--- config.mk ---
export PLATFORM = sky130hd
export DESIGN_NAME = mcsc_top
export DESIGN_NICKNAME = d
export VERILOG_FILES = /design/src/core/mcsc_pkg.sv /design/src/core/mcsc_top.sv /design/src/core/mcsc_stab_counter.sv
export SDC_FILE = /design/constraint.sdc
export NUM_CORES = 1
export LEC_CHECK = 0
export ABC_AREA = 1
export BUFFER_PORTS_ARGS = -buffer_cell sky130_fd_sc_hd__clkbuf_2
export CELL_PAD_IN_SITES_DETAIL_PLACEMENT = 0
export CELL_PAD_IN_SITES_GLOBAL_PLACEMENT = 2
export CORE_ASPECT_RATIO = 1.4
export CORE_UTILIZATION = 33
export DETAILED_ROUTE_END_ITERATION = 7
export GPL_ROUTABILITY_DRIVEN = 0
export PLACE_DENSITY_LB_ADDON = 0.1
export SLEW_MARGIN = 5
export SYNTH_ARGS = -nofsm -noshare
export SYNTH_HDL_FRONTEND = slang
export SYNTH_SLANG_ARGS = --single-unit
--- constraint.sdc ---
create_clock -name clk_i -period 5.4 [get_ports clk_i]
set_input_delay 0.27 -clock clk_i [delete_from_list [all_inputs] [get_ports clk_i]]
set_output_delay 0.27 -clock clk_i [all_outputs]
set_load 0.02 [all_outputs]
--- src/core/mcsc_pkg.sv ---
// Shared constants for the main clock source control block.
package mcsc_pkg;

	// ==========================================================
	// Register addresses (CPU data space)
	localparam logic [19:0] ADDR_PIN_MODE_AND_GAIN       = 20'hfffa0;
	localparam logic [19:0] ADDR_CLOCK_RUN_STOP_CONTROL  = 20'hfffa1;
	localparam logic [19:0] ADDR_STABILIZATION_PROGRESS  = 20'hfffa2;
	localparam logic [19:0] ADDR_STABILIZATION_TIME_SEL  = 20'hfffa3;
	localparam logic [19:0] ADDR_MAIN_CLOCK_SELECT       = 20'hfffa4;

	// ==========================================================
	// Reset values
	localparam logic [7:0] RST_PIN_MODE_AND_GAIN      = 8'h00;
	localparam logic [7:0] RST_CLOCK_RUN_STOP_CONTROL = 8'hc0;
	localparam logic [7:0] RST_STABILIZATION_PROGRESS = 8'h00;
	localparam logic [2:0] RST_STABILIZATION_TIME_SEL = 3'h7;
	localparam logic [7:0] RST_MAIN_CLOCK_SELECT      = 8'h00;

	// ==========================================================
	// Field positions
	localparam int BIT_EXTERNAL_CLOCK_PIN = 7;
	localparam int BIT_CRYSTAL_SELECT     = 6;
	localparam int BIT_OSCILLATOR_GAIN    = 0;
	localparam int BIT_HIGH_SPEED_STOP    = 7;
	localparam int BIT_RUN_STOP_FIXED_ONE = 6;
	localparam int BIT_ONCHIP_OSC_STOP    = 0;
	localparam int BIT_MAIN_SOURCE_STATUS = 5;
	localparam int BIT_MAIN_SOURCE_SELECT = 4;

	// Writable bits of the pin-mode/gain register
	localparam logic [7:0] MASK_PIN_MODE_AND_GAIN = 8'hc1;

	// ==========================================================
	// Pin operation modes, {external_clock_pin_bit, crystal_select_bit}
	typedef enum logic [1:0] {
		MCSC_PIN_PORT_A   = 2'b00,
		MCSC_PIN_CRYSTAL  = 2'b01,
		MCSC_PIN_PORT_B   = 2'b10,
		MCSC_PIN_EXTCLOCK = 2'b11
	} mcsc_pin_mode_t;

	// ==========================================================
	// Stabilization steps: exponent of crystal cycles per step, step 0 in the lowest bits (listed last)
	localparam int          STAB_STEPS     = 8;
	localparam int          STAB_EXP_W     = 5;
	localparam logic [39:0] STAB_EXP_TABLE = {5'h12, 5'h11, 5'h0f, 5'h0d,
	                                          5'h0b, 5'h0a, 5'h09, 5'h08};
	localparam int          STAB_CNT_W     = 19;

endpackage

--- src/core/mcsc_top.sv ---
// Main clock source control: pin mode, source select, run/stop, stabilization.
//
// Overview of operation
// - Pin-mode/gain register takes one write after reset
// - Pin bits decode port, crystal, or external clock
// - Select bit picks on-chip or high-speed source
// - Read-only status bit shows current main source
// - High-speed stop bit gates crystal or external clock
// - On-chip oscillator stop bit stops it
// - Run/stop register resets to C0H
// - Progress cleared by reset, STOP, stop bit
// - Counter starts on crystal start or STOP exit
// - Progress bits set top bit first, stay set
// - Counter stops at selected wait time
// - Wait excludes time before oscillation starts
// - Crystal held off until wait elapses; selection resets 07H
`timescale 1ns/1ns
`default_nettype none

module mcsc_top (
	input  wire logic        clk_i,
	input  wire logic        resetn_i,
	// CPU memory access
	input  wire logic [19:0] addr_i,
	input  wire logic        wr_i,
	input  wire logic        rd_i,
	input  wire logic [7:0]  wdata_i,
	output logic      [7:0]  rdata_o,
	// Power mode and crystal events
	input  wire logic        stop_enter_i,
	input  wire logic        stop_exit_i,
	input  wire logic        xtal_tick_i,
	input  wire logic        osc_started_i,
	// Clock and pad controls
	output logic             xtal_osc_en_o,
	output logic             oscillator_gain_o,
	output logic             ext_clk_en_o,
	output logic             crystal_input_pin_port_o,
	output logic             second_pin_port_o,
	output logic             onchip_osc_run_o,
	output logic             main_source_hs_o,
	output logic             hs_clock_ready_o
);

	// ==========================================================
	// Storage
	logic [7:0] pin_mode_and_gain_q;
	logic       pin_mode_written_q;
	logic       high_speed_stop_bit_q;
	logic       onchip_osc_stop_bit_q;
	logic       main_source_select_bit_q;
	logic       main_source_status_bit_q;
	logic [2:0] stabilization_time_selection_q;
	logic       stop_mode_q;
	logic [7:0] rdata_q;

	logic [7:0] stabilization_progress_w;
	logic       stab_done_w;
	logic       stab_clear_w;
	logic       stab_start_w;
	logic       wr_pin_w;
	logic       wr_run_stop_w;
	logic       wr_select_w;
	logic       wr_time_sel_w;
	logic       crystal_mode_w;
	logic       ext_clock_mode_w;
	logic       hs_ready_w;

	mcsc_pkg::mcsc_pin_mode_t pin_mode_w;

	// ==========================================================
	// Address decode
	assign wr_pin_w      = wr_i && (addr_i == mcsc_pkg::ADDR_PIN_MODE_AND_GAIN);
	assign wr_run_stop_w = wr_i && (addr_i == mcsc_pkg::ADDR_CLOCK_RUN_STOP_CONTROL);
	assign wr_select_w   = wr_i && (addr_i == mcsc_pkg::ADDR_MAIN_CLOCK_SELECT);
	assign wr_time_sel_w = wr_i && (addr_i == mcsc_pkg::ADDR_STABILIZATION_TIME_SEL);

	// ==========================================================
	// Pin-mode and gain register, write once
	// A runaway program cannot reconfigure the pads later: the first write
	// wins, every other write is dropped until the next reset
	always_ff @(posedge clk_i or negedge resetn_i) begin
		if (!resetn_i) begin
			pin_mode_and_gain_q <= mcsc_pkg::RST_PIN_MODE_AND_GAIN;
			pin_mode_written_q  <= 1'b0;
		end else if (wr_pin_w && !pin_mode_written_q) begin
			pin_mode_and_gain_q <= wdata_i & mcsc_pkg::MASK_PIN_MODE_AND_GAIN;
			pin_mode_written_q  <= 1'b1;
		end
	end

	// Pin mode decode
	assign pin_mode_w = mcsc_pkg::mcsc_pin_mode_t'({
		pin_mode_and_gain_q[mcsc_pkg::BIT_EXTERNAL_CLOCK_PIN],
		pin_mode_and_gain_q[mcsc_pkg::BIT_CRYSTAL_SELECT]});

	always_comb begin
		crystal_mode_w   = 1'b0;
		ext_clock_mode_w = 1'b0;
		case (pin_mode_w)
			mcsc_pkg::MCSC_PIN_CRYSTAL: begin
				crystal_mode_w = 1'b1;
			end
			mcsc_pkg::MCSC_PIN_EXTCLOCK: begin
				ext_clock_mode_w = 1'b1;
			end
			default: begin
				crystal_mode_w   = 1'b0;
				ext_clock_mode_w = 1'b0;
			end
		endcase
	end

	// ==========================================================
	// Run/stop control register
	always_ff @(posedge clk_i or negedge resetn_i) begin
		if (!resetn_i) begin
			high_speed_stop_bit_q <= mcsc_pkg::RST_CLOCK_RUN_STOP_CONTROL[mcsc_pkg::BIT_HIGH_SPEED_STOP];
			onchip_osc_stop_bit_q <= mcsc_pkg::RST_CLOCK_RUN_STOP_CONTROL[mcsc_pkg::BIT_ONCHIP_OSC_STOP];
		end else if (wr_run_stop_w) begin
			high_speed_stop_bit_q <= wdata_i[mcsc_pkg::BIT_HIGH_SPEED_STOP];
			onchip_osc_stop_bit_q <= wdata_i[mcsc_pkg::BIT_ONCHIP_OSC_STOP];
		end
	end

	// Stabilization time selection
	always_ff @(posedge clk_i or negedge resetn_i) begin
		if (!resetn_i) begin
			stabilization_time_selection_q <= mcsc_pkg::RST_STABILIZATION_TIME_SEL;
		end else if (wr_time_sel_w) begin
			stabilization_time_selection_q <= wdata_i[2:0];
		end
	end

	// STOP mode tracking; exit wins if both arrive together
	always_ff @(posedge clk_i or negedge resetn_i) begin
		if (!resetn_i) begin
			stop_mode_q <= 1'b0;
		end else if (stop_exit_i) begin
			stop_mode_q <= 1'b0;
		end else if (stop_enter_i) begin
			stop_mode_q <= 1'b1;
		end
	end

	// ==========================================================
	// Stabilization counter control
	// A write that keeps the stop bit at 0 must not restart the wait,
	// so the start needs a real 1-to-0 change of the bit
	assign stab_clear_w = stop_enter_i
		|| (wr_run_stop_w && wdata_i[mcsc_pkg::BIT_HIGH_SPEED_STOP]);
	assign stab_start_w = crystal_mode_w && !stab_clear_w
		&& ((wr_run_stop_w && high_speed_stop_bit_q
			&& !wdata_i[mcsc_pkg::BIT_HIGH_SPEED_STOP])
		|| (stop_exit_i && !high_speed_stop_bit_q));

	mcsc_stab_counter #(
		.CNT_W (mcsc_pkg::STAB_CNT_W)
	) mcsc_stab_counter_inst (
		.clk_i         (clk_i),
		.resetn_i      (resetn_i),
		.clear_i       (stab_clear_w),
		.start_i       (stab_start_w),
		.tick_i        (xtal_tick_i),
		.osc_started_i (osc_started_i),
		.limit_sel_i   (stabilization_time_selection_q),
		.status_o      (stabilization_progress_w),
		.done_o        (stab_done_w)
	);

	// ==========================================================
	// High-speed clock readiness
	// The crystal is only usable once the selected wait has elapsed; an
	// external clock is taken as ready as soon as it is let through
	assign hs_ready_w = !stop_mode_q && !high_speed_stop_bit_q
		&& ((crystal_mode_w && stab_done_w) || ext_clock_mode_w);

	// ==========================================================
	// Main clock select and status
	always_ff @(posedge clk_i or negedge resetn_i) begin
		if (!resetn_i) begin
			main_source_select_bit_q <= mcsc_pkg::RST_MAIN_CLOCK_SELECT[mcsc_pkg::BIT_MAIN_SOURCE_SELECT];
		end else if (wr_select_w) begin
			main_source_select_bit_q <= wdata_i[mcsc_pkg::BIT_MAIN_SOURCE_SELECT];
		end
	end

	// Status moves to the high-speed clock only once it is ready, so the
	// CPU is never switched onto an unstable crystal
	always_ff @(posedge clk_i or negedge resetn_i) begin
		if (!resetn_i) begin
			main_source_status_bit_q <= mcsc_pkg::RST_MAIN_CLOCK_SELECT[mcsc_pkg::BIT_MAIN_SOURCE_STATUS];
		end else if (!main_source_select_bit_q) begin
			main_source_status_bit_q <= 1'b0;
		end else if (hs_ready_w) begin
			main_source_status_bit_q <= 1'b1;
		end
	end

	// ==========================================================
	// Clock and pad outputs
	assign xtal_osc_en_o            = crystal_mode_w && !high_speed_stop_bit_q && !stop_mode_q;
	assign ext_clk_en_o             = ext_clock_mode_w && !high_speed_stop_bit_q && !stop_mode_q;
	assign oscillator_gain_o        = pin_mode_and_gain_q[mcsc_pkg::BIT_OSCILLATOR_GAIN];
	assign crystal_input_pin_port_o = !crystal_mode_w;
	assign second_pin_port_o        = !crystal_mode_w && !ext_clock_mode_w;
	assign onchip_osc_run_o         = !onchip_osc_stop_bit_q && !stop_mode_q;
	assign main_source_hs_o         = main_source_status_bit_q;
	assign hs_clock_ready_o         = hs_ready_w;

	// ==========================================================
	// Read data, registered; unmapped addresses read 00
	always_ff @(posedge clk_i or negedge resetn_i) begin
		if (!resetn_i) begin
			rdata_q <= 8'h00;
		end else if (rd_i) begin
			case (addr_i)
				mcsc_pkg::ADDR_PIN_MODE_AND_GAIN: begin
					rdata_q <= pin_mode_and_gain_q;
				end
				mcsc_pkg::ADDR_CLOCK_RUN_STOP_CONTROL: begin
					rdata_q <= {high_speed_stop_bit_q, 1'b1, 5'h00, onchip_osc_stop_bit_q};
				end
				mcsc_pkg::ADDR_STABILIZATION_PROGRESS: begin
					rdata_q <= stabilization_progress_w;
				end
				mcsc_pkg::ADDR_STABILIZATION_TIME_SEL: begin
					rdata_q <= {5'h00, stabilization_time_selection_q};
				end
				mcsc_pkg::ADDR_MAIN_CLOCK_SELECT: begin
					rdata_q <= {2'h0, main_source_status_bit_q, main_source_select_bit_q, 4'h0};
				end
				default: begin
					rdata_q <= 8'h00;
				end
			endcase
		end
	end

	assign rdata_o = rdata_q;

	// ==========================================================
	// Checks
	chk_pin_first_write: assert property (@(posedge clk_i) disable iff (!resetn_i)
		(wr_pin_w && !pin_mode_written_q)
		|=> (pin_mode_and_gain_q == ($past(wdata_i) & mcsc_pkg::MASK_PIN_MODE_AND_GAIN)))
		else $error("first pin-mode write was not stored");

	chk_pin_write_once: assert property (@(posedge clk_i) disable iff (!resetn_i)
		pin_mode_written_q |=> $stable(pin_mode_and_gain_q) && pin_mode_written_q)
		else $error("pin-mode register changed after its single write");

	chk_pad_decode: assert property (@(posedge clk_i) disable iff (!resetn_i)
		(ext_clk_en_o || xtal_osc_en_o)
		|-> (pin_mode_and_gain_q[mcsc_pkg::BIT_CRYSTAL_SELECT] && !second_pin_port_o))
		else $error("clock enabled in input-port mode");

	chk_hs_stop_gates: assert property (@(posedge clk_i) disable iff (!resetn_i)
		(wr_run_stop_w && wdata_i[mcsc_pkg::BIT_HIGH_SPEED_STOP])
		|=> (!xtal_osc_en_o && !ext_clk_en_o && stabilization_progress_w == 8'h00))
		else $error("high-speed clock or progress survived the stop bit");

	chk_onchip_stop: assert property (@(posedge clk_i) disable iff (!resetn_i)
		(wr_run_stop_w && wdata_i[mcsc_pkg::BIT_ONCHIP_OSC_STOP]) |=> !onchip_osc_run_o)
		else $error("on-chip oscillator still running after stop");

	chk_run_stop_read: assert property (@(posedge clk_i) disable iff (!resetn_i)
		(rd_i && addr_i == mcsc_pkg::ADDR_CLOCK_RUN_STOP_CONTROL) |=> rdata_o[6])
		else $error("run/stop register bit 6 read as 0");

	chk_status_follows: assert property (@(posedge clk_i) disable iff (!resetn_i)
		!main_source_select_bit_q |=> !main_source_status_bit_q)
		else $error("status bit high while on-chip source selected");

	chk_hold_off: assert property (@(posedge clk_i) disable iff (!resetn_i)
		$rose(main_source_status_bit_q) |-> $past(hs_ready_w) && $past(main_source_select_bit_q))
		else $error("switched to high-speed clock before it was ready");

	chk_stop_clears: assert property (@(posedge clk_i) disable iff (!resetn_i)
		stop_enter_i |=> stabilization_progress_w == 8'h00)
		else $error("progress not cleared by STOP entry");

	// A restart must begin the wait from nothing, or the CPU could switch early
	chk_start_from_zero: assert property (@(posedge clk_i) disable iff (!resetn_i)
		stab_start_w |=> (stabilization_progress_w == 8'h00 && !hs_ready_w))
		else $error("stabilization wait did not restart from zero");

	chk_stop_gates_osc: assert property (@(posedge clk_i) disable iff (!resetn_i)
		(stop_enter_i && !stop_exit_i) |=> (!xtal_osc_en_o && !ext_clk_en_o && !onchip_osc_run_o))
		else $error("oscillator left running in STOP mode");

	chk_select_takes: assert property (@(posedge clk_i) disable iff (!resetn_i)
		(wr_select_w && wdata_i[mcsc_pkg::BIT_MAIN_SOURCE_SELECT]) |=> main_source_select_bit_q)
		else $error("main source select bit not stored");

endmodule

`default_nettype wire

--- src/core/mcsc_stab_counter.sv ---
// Crystal oscillation stabilization counter with thermometer status.
`timescale 1ns/1ns
`default_nettype none

module mcsc_stab_counter #(
	parameter int CNT_W = mcsc_pkg::STAB_CNT_W
) (
	input  wire logic       clk_i,
	input  wire logic       resetn_i,
	input  wire logic       clear_i,
	input  wire logic       start_i,
	input  wire logic       tick_i,
	input  wire logic       osc_started_i,
	input  wire logic [2:0] limit_sel_i,
	output logic      [7:0] status_o,
	output logic            done_o
);

	// ==========================================================
	// Elaboration check
	if (CNT_W < mcsc_pkg::STAB_CNT_W) begin : g_width_check
		$error("mcsc_stab_counter: CNT_W too small for the longest wait");
	end

	logic [CNT_W-1:0] count_q;
	logic             run_q;
	logic [CNT_W-1:0] limit_w;
	logic [4:0]       limit_exp_w;

	// Selected stop point, a power of two of crystal cycles
	assign limit_exp_w = mcsc_pkg::STAB_EXP_TABLE[limit_sel_i*mcsc_pkg::STAB_EXP_W +: 5];
	assign limit_w     = {{(CNT_W-1){1'b0}}, 1'b1} << limit_exp_w;
	assign done_o      = run_q && (count_q >= limit_w);

	// ==========================================================
	// Run flag: armed by a start, dropped by a clear
	always_ff @(posedge clk_i or negedge resetn_i) begin
		if (!resetn_i) begin
			run_q <= 1'b0;
		end else if (clear_i) begin
			run_q <= 1'b0;
		end else if (start_i) begin
			run_q <= 1'b1;
		end
	end

	// Counts only real crystal edges after the oscillator has started,
	// and freezes at the selected wait so status never runs past it
	always_ff @(posedge clk_i or negedge resetn_i) begin
		if (!resetn_i) begin
			count_q <= '0;
		end else if (clear_i || start_i) begin
			count_q <= '0;
		end else if (run_q && osc_started_i && tick_i && count_q < limit_w) begin
			count_q <= count_q + {{(CNT_W-1){1'b0}}, 1'b1};
		end
	end

	// ==========================================================
	// Thermometer status, lowest step on the top bit
	for (genvar j = 0; j < mcsc_pkg::STAB_STEPS; j++) begin : g_step
		localparam logic [4:0] EXP_J = mcsc_pkg::STAB_EXP_TABLE[j*mcsc_pkg::STAB_EXP_W +: 5];
		assign status_o[7-j] = count_q >= ({{(CNT_W-1){1'b0}}, 1'b1} << EXP_J);
	end

	// ==========================================================
	// Checks
	chk_thermo_shape: assert property (@(posedge clk_i) disable iff (!resetn_i)
		((~status_o) & ((~status_o) + 8'h01)) == 8'h00)
		else $error("stabilization status is not a thermometer");

	chk_status_sticky: assert property (@(posedge clk_i) disable iff (!resetn_i)
		(!clear_i && !start_i) |=> ((status_o & $past(status_o)) == $past(status_o)))
		else $error("stabilization status bit dropped without a clear");

	chk_limit_stop: assert property (@(posedge clk_i) disable iff (!resetn_i)
		(run_q && count_q >= limit_w && !clear_i && !start_i && $stable(limit_sel_i))
		|=> $stable(count_q))
		else $error("stabilization count ran past the selected wait");

	chk_no_pre_osc: assert property (@(posedge clk_i) disable iff (!resetn_i)
		(!osc_started_i && !clear_i && !start_i) |=> $stable(count_q))
		else $error("stabilization count moved before oscillation began");

endmodule

`default_nettype wire

==> results by group, run 1 <==
Status
  – Outcome: completed

STA
  – Final worst path period need: roughly 2.8 ns
  – RSZ-0062 raised after global routing: false
  – Final Cycle Share: between 50 and 60%
  – Endpoints failing setup: 0
  – Fmax: 352 MHz
  – Final hold viol count: 0
  – Setup TNS Final: 0 ns
  – Slew Limit Fails: 0
  – Worst-Margin Slew: a little over 0.7 ns
  – Skew final: 0.00700 ns
  – Slew Limit Headroom: 51.9%

Synth
  – Top-count cell post-synth: nand2_1
  – Avg Inst Size Synth: 6.73 sq um
  – Share of flip-flops with an asynchronous set or reset: 100%
  – Synth top area cells: dfrtp_1 (30%), nand2_1 (16%), nor2_1 (8.8%), inv_1 (8.3%), nand4_1 (6.4%)
  – Synth cell types: 36
  – Top post-synthesis cells by count: nand2_1 (130), nor2_1 (71), inv_1 (67)
  – Compound-cell area share of the yosys netlist: under 10%
  – Synth Area in XOR/XNOR: less than 1%
  – Post-synthesis adder-cell area fraction: ~5.8%
  – Mapped Area: 3020 sq um
  – Combinational family with the most area after synthesis: simple AND/OR/NAND/NOR gates
  – Predominant post-synthesis flop cell: dfrtp_1
  – Count of flip-flops with a built-in enable after synthesis: 0
  – Register area share after synthesis: approximately 33%
  – Flops & latches, synth: 40
  – Top-area cell type share of the netlist area: 29.8%
  – Syn Inst Count: approximately 450
  – Most area-hungry cell type in the Yosys netlist: dfrtp_1
  – Post-synthesis mux area share: roughly 1.4%
  – Simple-gate share of the synthesized area: around 43%
  – Ys Warns: 0

Final layout
  – Multi-input logic area: 1700 sq um
  – Final Cell Area: 3490 sq um
  – Number of diodes: 0
  – Share of cells above drive strength 1: approximately 18%
  – Finished Core Util: about two fifths
  – Area delta synth->final: 15.4%
  – NumNets Final: 550
  – Filler Cell Count: 990
  – Sequential Area: between 1000 and 1500 sq um

Global routing
  – Overall routing resource usage: approximately a fifth
  – First-pass GRT wire length: 14100 microns
  – Initial antenna violation count: 0
  – Largest net degree at the start of global routing: 41
  – Remaining Overflow, GRT: 0
  – Vias in the first global route: 2854

Setup path
  – Kind of critical path: register to output port
  – Crit path max fanout: 11
  – CP startpoint kind: register
  – Worst setup EP type: output port
  – Critical path required time: 5.13 ns
  – R2R setup slack: 2.71 ns
  – Data arrival time of the critical path: 2.57 ns

Clock tree
  – Root Buffer: clkbuf_16
  – Clock sink count: 40
  – TritonCTS buffer count: 5
  – Resize count post-CTS: 0
  – Worst skew pair latency: 0.29 ns
  – CTS tree: done
  – Cts hold-fix bufs: 0
  – Number of post-CTS setup repair buffers: 0
  – CTS H-tree depth: 2
  – Clk slew on worst S/H paths: approximately 0.060 ns
  – CTS Buffer Depth: 2

Floorplanning
  – I/O pin count: 52
  – Die X: between 80 and 90 microns
  – Initial core utilization: 33.7%
  – Die area: 9550 sq um
  – Core area: approximately 9000 sq um
  – Die Ht: 115 microns
  – FP Rows: 41

Hold path
  – Hold Crit Class: input port to asynchronous set/reset pin

Drt
  – Drt total wl: approximately 8400 microns
  – DRT Pass-1 Iters: 4
  – Routed wire per std cell: 13.9 microns
  – Via Count: roughly 2900
  – Residual DRC: 0
  – Vias per inst: 4.77
  – Post-route ant nets: 0
  – Iter 0 DRT Violations: 89

Job
  – Max-cap violations: 0

Power
  – Power Total: approximately 0.63 mW
  – Static leakage: 1.83 nW
  – Maximum vdd drop: 0.122 mV
  – PwrDens: 181 nW/um^2

Placed design
  – Port Buffers: 49
  – HPWL after DPL: about 6700 microns
  – Area post-placement: 3350 sq um
## cell usage in the layout, fill, tap and decap left out
cell       synthesis  final
o22ai_1            2      2
mux2i_1            1      1
a21oi_1            6      6
nand4_2            1      1
a21oi_4            1      1
dfrtp_1           36     36
nor3_1             4      4
nand2_2            8      8
o21ai_0           11     11
clkbuf_2           0     49
buf_4              1      1
nand2_1          130    130
nor2_4             3      3
dfstp_2            4      4
and3_1             1      1
inv_1             67     67
nand3_4            2      2
nand2_4            1      1
inv_2              2      2
clkinv_1           1      1
o31ai_1            1      1
nor2_2             6      6
nor2_1            71     71
ha_1              14     14
mux2_2             3      3
xor2_1             2      2
nor4_2             1      1
clkbuf_16          0      5
nand3_1           26     26
clkbuf_1           1      2
o211ai_1           1      1
nand4_1           31     31
clkinv_2           0      1
conb_1             1      4
a21oi_2            1      1
xnor2_1            1      1
## worst max-delay path, stage by stage (launching register included)
cell      delay (ns)
dfstp_2         0.59
inv_1           0.12
nand3_1         0.10
ha_1            0.22
nand2_1         0.06
inv_1           0.04
nand2_1         0.05
nand2_1         0.08
a21oi_2         0.60
nand2_1         0.11
nand3_1         0.11
nand2_1         0.06
clkbuf_2        0.15
## per-stage QoR
stage | instances | setup WS (ns) | hold slack [ns]
after floorplan | 452 | 3.29 | -0.0256
after global placement | 600 | 2.75 | 0.387
after detailed placement | 600 | 2.71 | 0.393
after CTS | 608 | 2.54 | 0.0858
after global routing | 608 | 2.32 | 0.108
final | 608 | 2.56 | 0.0591
## power breakdown
part	total [mW]	internal [mW]	switching, mW
combinational	0.0420	0.0145	0.0274
clock	0.289	0.171	0.118
sequential	0.301	0.300	0.000390
## per-layer routing
metal | up-vias | track usage, % | part of all wire, %
met2 | 47 | 36.4 | 55
met4 | 0 | 6.55 | 2.1
met3 | 10 | 2.80 | 2.3
li1 | 1519 | - | -
met5 | - | 0 | 0
met1 | 1327 | 20.9 | 40
## cell type report
type / count / share of cell area (%)
Clock buffer: 7 / 3.80
Clock inverter: 1 / 0.143
Inverter: 70 / 7.53
Multi-Input combinational cell: 333 / 48.6
Sequential cell: 40 / 28.8
Tap cell: 107 / 3.84
Timing Repair Buffer: 50 / 7.25
## flip-flops by register name (all words and copies together), names as in the netlist
| signal | cells |
|---|---|
| rdata_o | 8 |
| main_source_select_bit_q | 1 |
| mcsc_stab_counter_inst.run_q | 1 |
| main_source_hs_o | 1 |
| pin_mode_and_gain_q | 3 |
| mcsc_stab_counter_inst.count_q | 19 |
| high_speed_stop_bit_q | 1 |
| stabilization_time_selection_q | 3 |
| stop_mode_q | 1 |
| pin_mode_written_q | 1 |
| onchip_osc_stop_bit_q | 1 |
## cell families (layout without fill, tap and decap cells)
group                      after synthesis  count (layout)
and+or+nand+nor                        285             285
other                                    1               4
AOI/OAI and AO/OA                       23              23
DFF                                     40              40
adders and majority gates               14              14
xor gates and xnor gates                 3               3
buffers and inverters                   79             128
muxes                                    4               4
## worst paths after layout
check | startpoint | endpoint | depth (start not counted)
setup / recovery | stabilization_time_selection_q[0] | hs_clock_ready_o | 12
hold / removal | resetn_i | mcsc_stab_counter_inst.count_q[18] | 2
setup reg to reg | stabilization_time_selection_q[0] | mcsc_stab_counter_inst.count_q[10] | 13
hold reg to reg | pin_mode_written_q | pin_mode_written_q | 2
max in group asynchronous | resetn_i | stabilization_time_selection_q[0] | 2
min in group clk_i | stop_exit_i | stop_mode_q | 2
Note: power is estimated with default switching activity, not from simulation.
==> run 2, diff against run 1 <==
--- a/config.mk
+++ b/config.mk
@@ -10,7 +10,7 @@
 export CELL_PAD_IN_SITES_DETAIL_PLACEMENT = 0
 export CELL_PAD_IN_SITES_GLOBAL_PLACEMENT = 2
 export CORE_ASPECT_RATIO = 1.4
-export CORE_UTILIZATION = 33
+export CORE_UTILIZATION = 28
 export DETAILED_ROUTE_END_ITERATION = 7
 export GPL_ROUTABILITY_DRIVEN = 0
 export PLACE_DENSITY_LB_ADDON = 0.1
==> constraint.sdc (replaced) <==
create_clock -name clk_i -period 2.5 [get_ports clk_i]
set_input_delay 0.125 -clock clk_i [delete_from_list [all_inputs] [get_ports clk_i]]
set_output_delay 0.125 -clock clk_i [all_outputs]
set_load 0.02 [all_outputs]
==> run 2 against run 1 <==
  * Count of clock-buffer cells in the layout unchanged
  * Highest routed layer unchanged
  * Sequential share of layout area decreased by 1.4 points
  * Hold slack got worse by 0.036 ns
  * Register-to-register slack got worse by 2.5 ns
  * Die area increased by 17%
  * Worst setup slack got worse by 2.4 ns
  * Sequential cell count unchanged
  * Largest power group unchanged
  * Clock skew increased by 0.0044 ns
  * Sequential power increased by 120%
  * Non-clock buffer count increased by 15
  * Critical path depth decreased by 1
  * Combinational power increased by 120%
==> results by group, run 2 (synthesis gave the netlist of run 1 again) <==
Floorplanning
  – Die area: 11200 sq um (was 9550 sq um)
  – I/O pin count: 52 (unchanged)
  – Core area: 10500 sq um (was 8980 sq um)
  – FP Rows: 44 (was 41)
  – Die X: 89.8 microns (was 82.9 microns)
  – Initial core utilization: 28.9% (was 33.7%)
  – Die Ht: 125 microns (was 115 microns)

Placed design
  – HPWL after DPL: 7090 microns (was 6700 microns)
  – DP Cell Count: 639 (was 600)
  – Port Buffers: 49 (unchanged)
  – Worst Setup Slack post-DPL: 0.256 ns (was 2.71 ns)

Power
  – Maximum vdd drop: 0.221 mV (was 0.122 mV)
  – PwrDens: 377 nW/um^2 (was 181 nW/um^2)
  – Static leakage: 1.91 nW (was 1.83 nW)

Drt
  – Iter 0 DRT Violations: 132 (was 89)
  – Vias per inst: 4.44 (was 4.77)
  – DRT Pass-1 Iters: 4 (unchanged)
  – Residual DRC: 0 (unchanged)
  – Post-route ant nets: 0 (unchanged)
  – Drt total wl: 8930 microns (was 8450 microns)
  – Via Count: 2904 (was 2903)
  – Routed wire per std cell: 13.7 microns (was 13.9 microns)

Clock tree
  – CTS H-tree depth: 2 (unchanged)
  – Clk slew on worst S/H paths: 0.06 ns (about the same)
  – CTS tree: done (unchanged)
  – CTS Buffer Depth: 2 (unchanged)
  – Worst skew pair latency: 0.29 ns (about the same)
  – Root Buffer: clkbuf_16 (unchanged)
  – TritonCTS buffer count: 5 (unchanged)
  – Clock sink count: 40 (unchanged)

Final layout
  – Most frequent cells in the layout: nand2_1 (130), nor2_1 (71), inv_1 (67) (unchanged)
  – Reg with most FFs: mcsc_stab_counter_inst.count_q (unchanged)
  – Share of cells above drive strength 1: 20.0% (was 17.8%)
  – Number of diodes: 0 (unchanged)
  – Filler Cell Count: 1186 (was 990)
  – Max FFs per register: 19 (unchanged)
  – NumNets Final: 565 (was 550)
  – Sequential Area: 1010 sq um (unchanged)
  – Commonest non-fill, non-tap cell in the layout: nand2_1 (unchanged)
  – Non-Filler Instances: 654 (was 608)
  – Finished Core Util: 35.0% (was 38.9%)
  – Multi-input logic area: 1710 sq um (was 1700 sq um)
  – Area delta synth->final: 21.2% (was 15.4%)

STA
  – Skew final: 0.0114 ns (was 0.00700 ns)
  – Endpoints failing setup: 0 (unchanged)
  – Worst-Margin Slew: 0.582 ns (was 0.721 ns)
  – Slew Limit Headroom: 61.2% (was 51.9%)
  – Post-layout worst setup margin: 0.157 ns (was 2.56 ns)
  – Slew Limit Fails: 0 (unchanged)
  – Setup TNS Final: 0 ns (unchanged)
  – Final worst path period need: 2.34 ns
  – Final hold viol count: 0 (unchanged)
  – Final Cycle Share: 93.7%
  – Fmax: 427 MHz

Setup path
  – Kind of critical path: register to output port (unchanged)
  – Critical path required time: 2.38 ns (was 5.13 ns)
  – CP startpoint kind: register (unchanged)
  – Crit path max fanout: 7 (was 11)
  – Worst setup EP type: output port (unchanged)
  – Data arrival time of the critical path: 2.22 ns (was 2.57 ns)

Job
  – Max-cap violations: 0 (unchanged)

Global routing
  – Remaining Overflow, GRT: 0 (unchanged)
  – Overall routing resource usage: 16.5% (was 18.8%)
  – Largest net degree at the start of global routing: 41 (unchanged)
  – First-pass GRT wire length: 14600 microns (was 14100 microns)
  – Vias in the first global route: 2893 (was 2854)
  – Initial antenna violation count: 0 (unchanged)

Hold path
  – Hold Crit Class: input port to register (was input port to asynchronous set/reset pin)

Status
  – Outcome: completed (unchanged)
==> run 2: path summary, 6_finish.rpt <==
kind | slack, ns | to | startpoint | cells after the start
hold / removal | 0.02 | stop_mode_q | stop_exit_i | 2
min in group asynchronous | 0.46 | mcsc_stab_counter_inst.count_q[1] | resetn_i | 3
setup reg to reg | 0.26 | mcsc_stab_counter_inst.count_q[9] | stabilization_time_selection_q[1] | 12
hold reg to reg | 0.48 | rdata_o[4] | rdata_o[4] | 2
max in group asynchronous | 1.65 | high_speed_stop_bit_q | resetn_i | 3
setup / recovery | 0.16 | hs_clock_ready_o | stabilization_time_selection_q[1] | 11
==> run 2: timing repair <==
action / in CTS / in global routing
gates resized for setup: 3 / 1
setup endpoints to repair: 1 / 1
endpoints found under the hold margin: 36 / 0
cloned: 0 / 0
setup buffers: 0 / 6
pin swaps: 0 / 1
hold buffers: 1 / 0
==> run 2: power breakdown <==
group          switching (mW)  total (mW)  internal, mW  leakage, nW
clock                   0.268       0.638         0.370       0.0679
combinational          0.0611      0.0938        0.0327         1.31
sequential           0.000879       0.650         0.649        0.533
total                   0.330        1.38          1.05         1.91
==> run 2: cell type report <==
type,instances,area share [%]
tap,138,4.71
timing repair buffer,65,10.1
clock buffer,7,3.62
sequential,40,27.5
clock inverter,1,0.137
inverter,70,7.17
multi-input combinational,333,46.8
==> run 2: metrics by stage <==
stage / area [sq um] / hold WS, ns / total power, mW
2_1_floorplan: 3030 / -0.171 / 0.703
3_3_place_gp: 3450 / 0.251 / 0.754
3_5_place_dp: 3450 / 0.260 / 0.756
4_1_cts: 3610 / 0.0127 / 1.41
5_1_grt: 3660 / 0.0170 / 1.45
6_report: 3660 / 0.0236 / 1.38
==> run 2: layer usage <==
metal  GRT usage, %  wire, microns  up-vias
li1               -              -     1551
met1           18.4           3800     1296
met2           31.8           4730       47
met3           2.07            210       10
met4           5.59            190        0
met5              0              0        -
==> run 2: critical path: stages (launching register included) <==
cell and delay, ns:
dfstp_2 0.59, nand3_1 0.10, ha_1 0.32, nand2_2 0.08, nor2_4 0.15, nand2_1 0.10, nor2_4 0.13, nand2_4 0.08
nand2_1 0.07, nand3_1 0.08, nand2_1 0.07, clkbuf_2 0.16
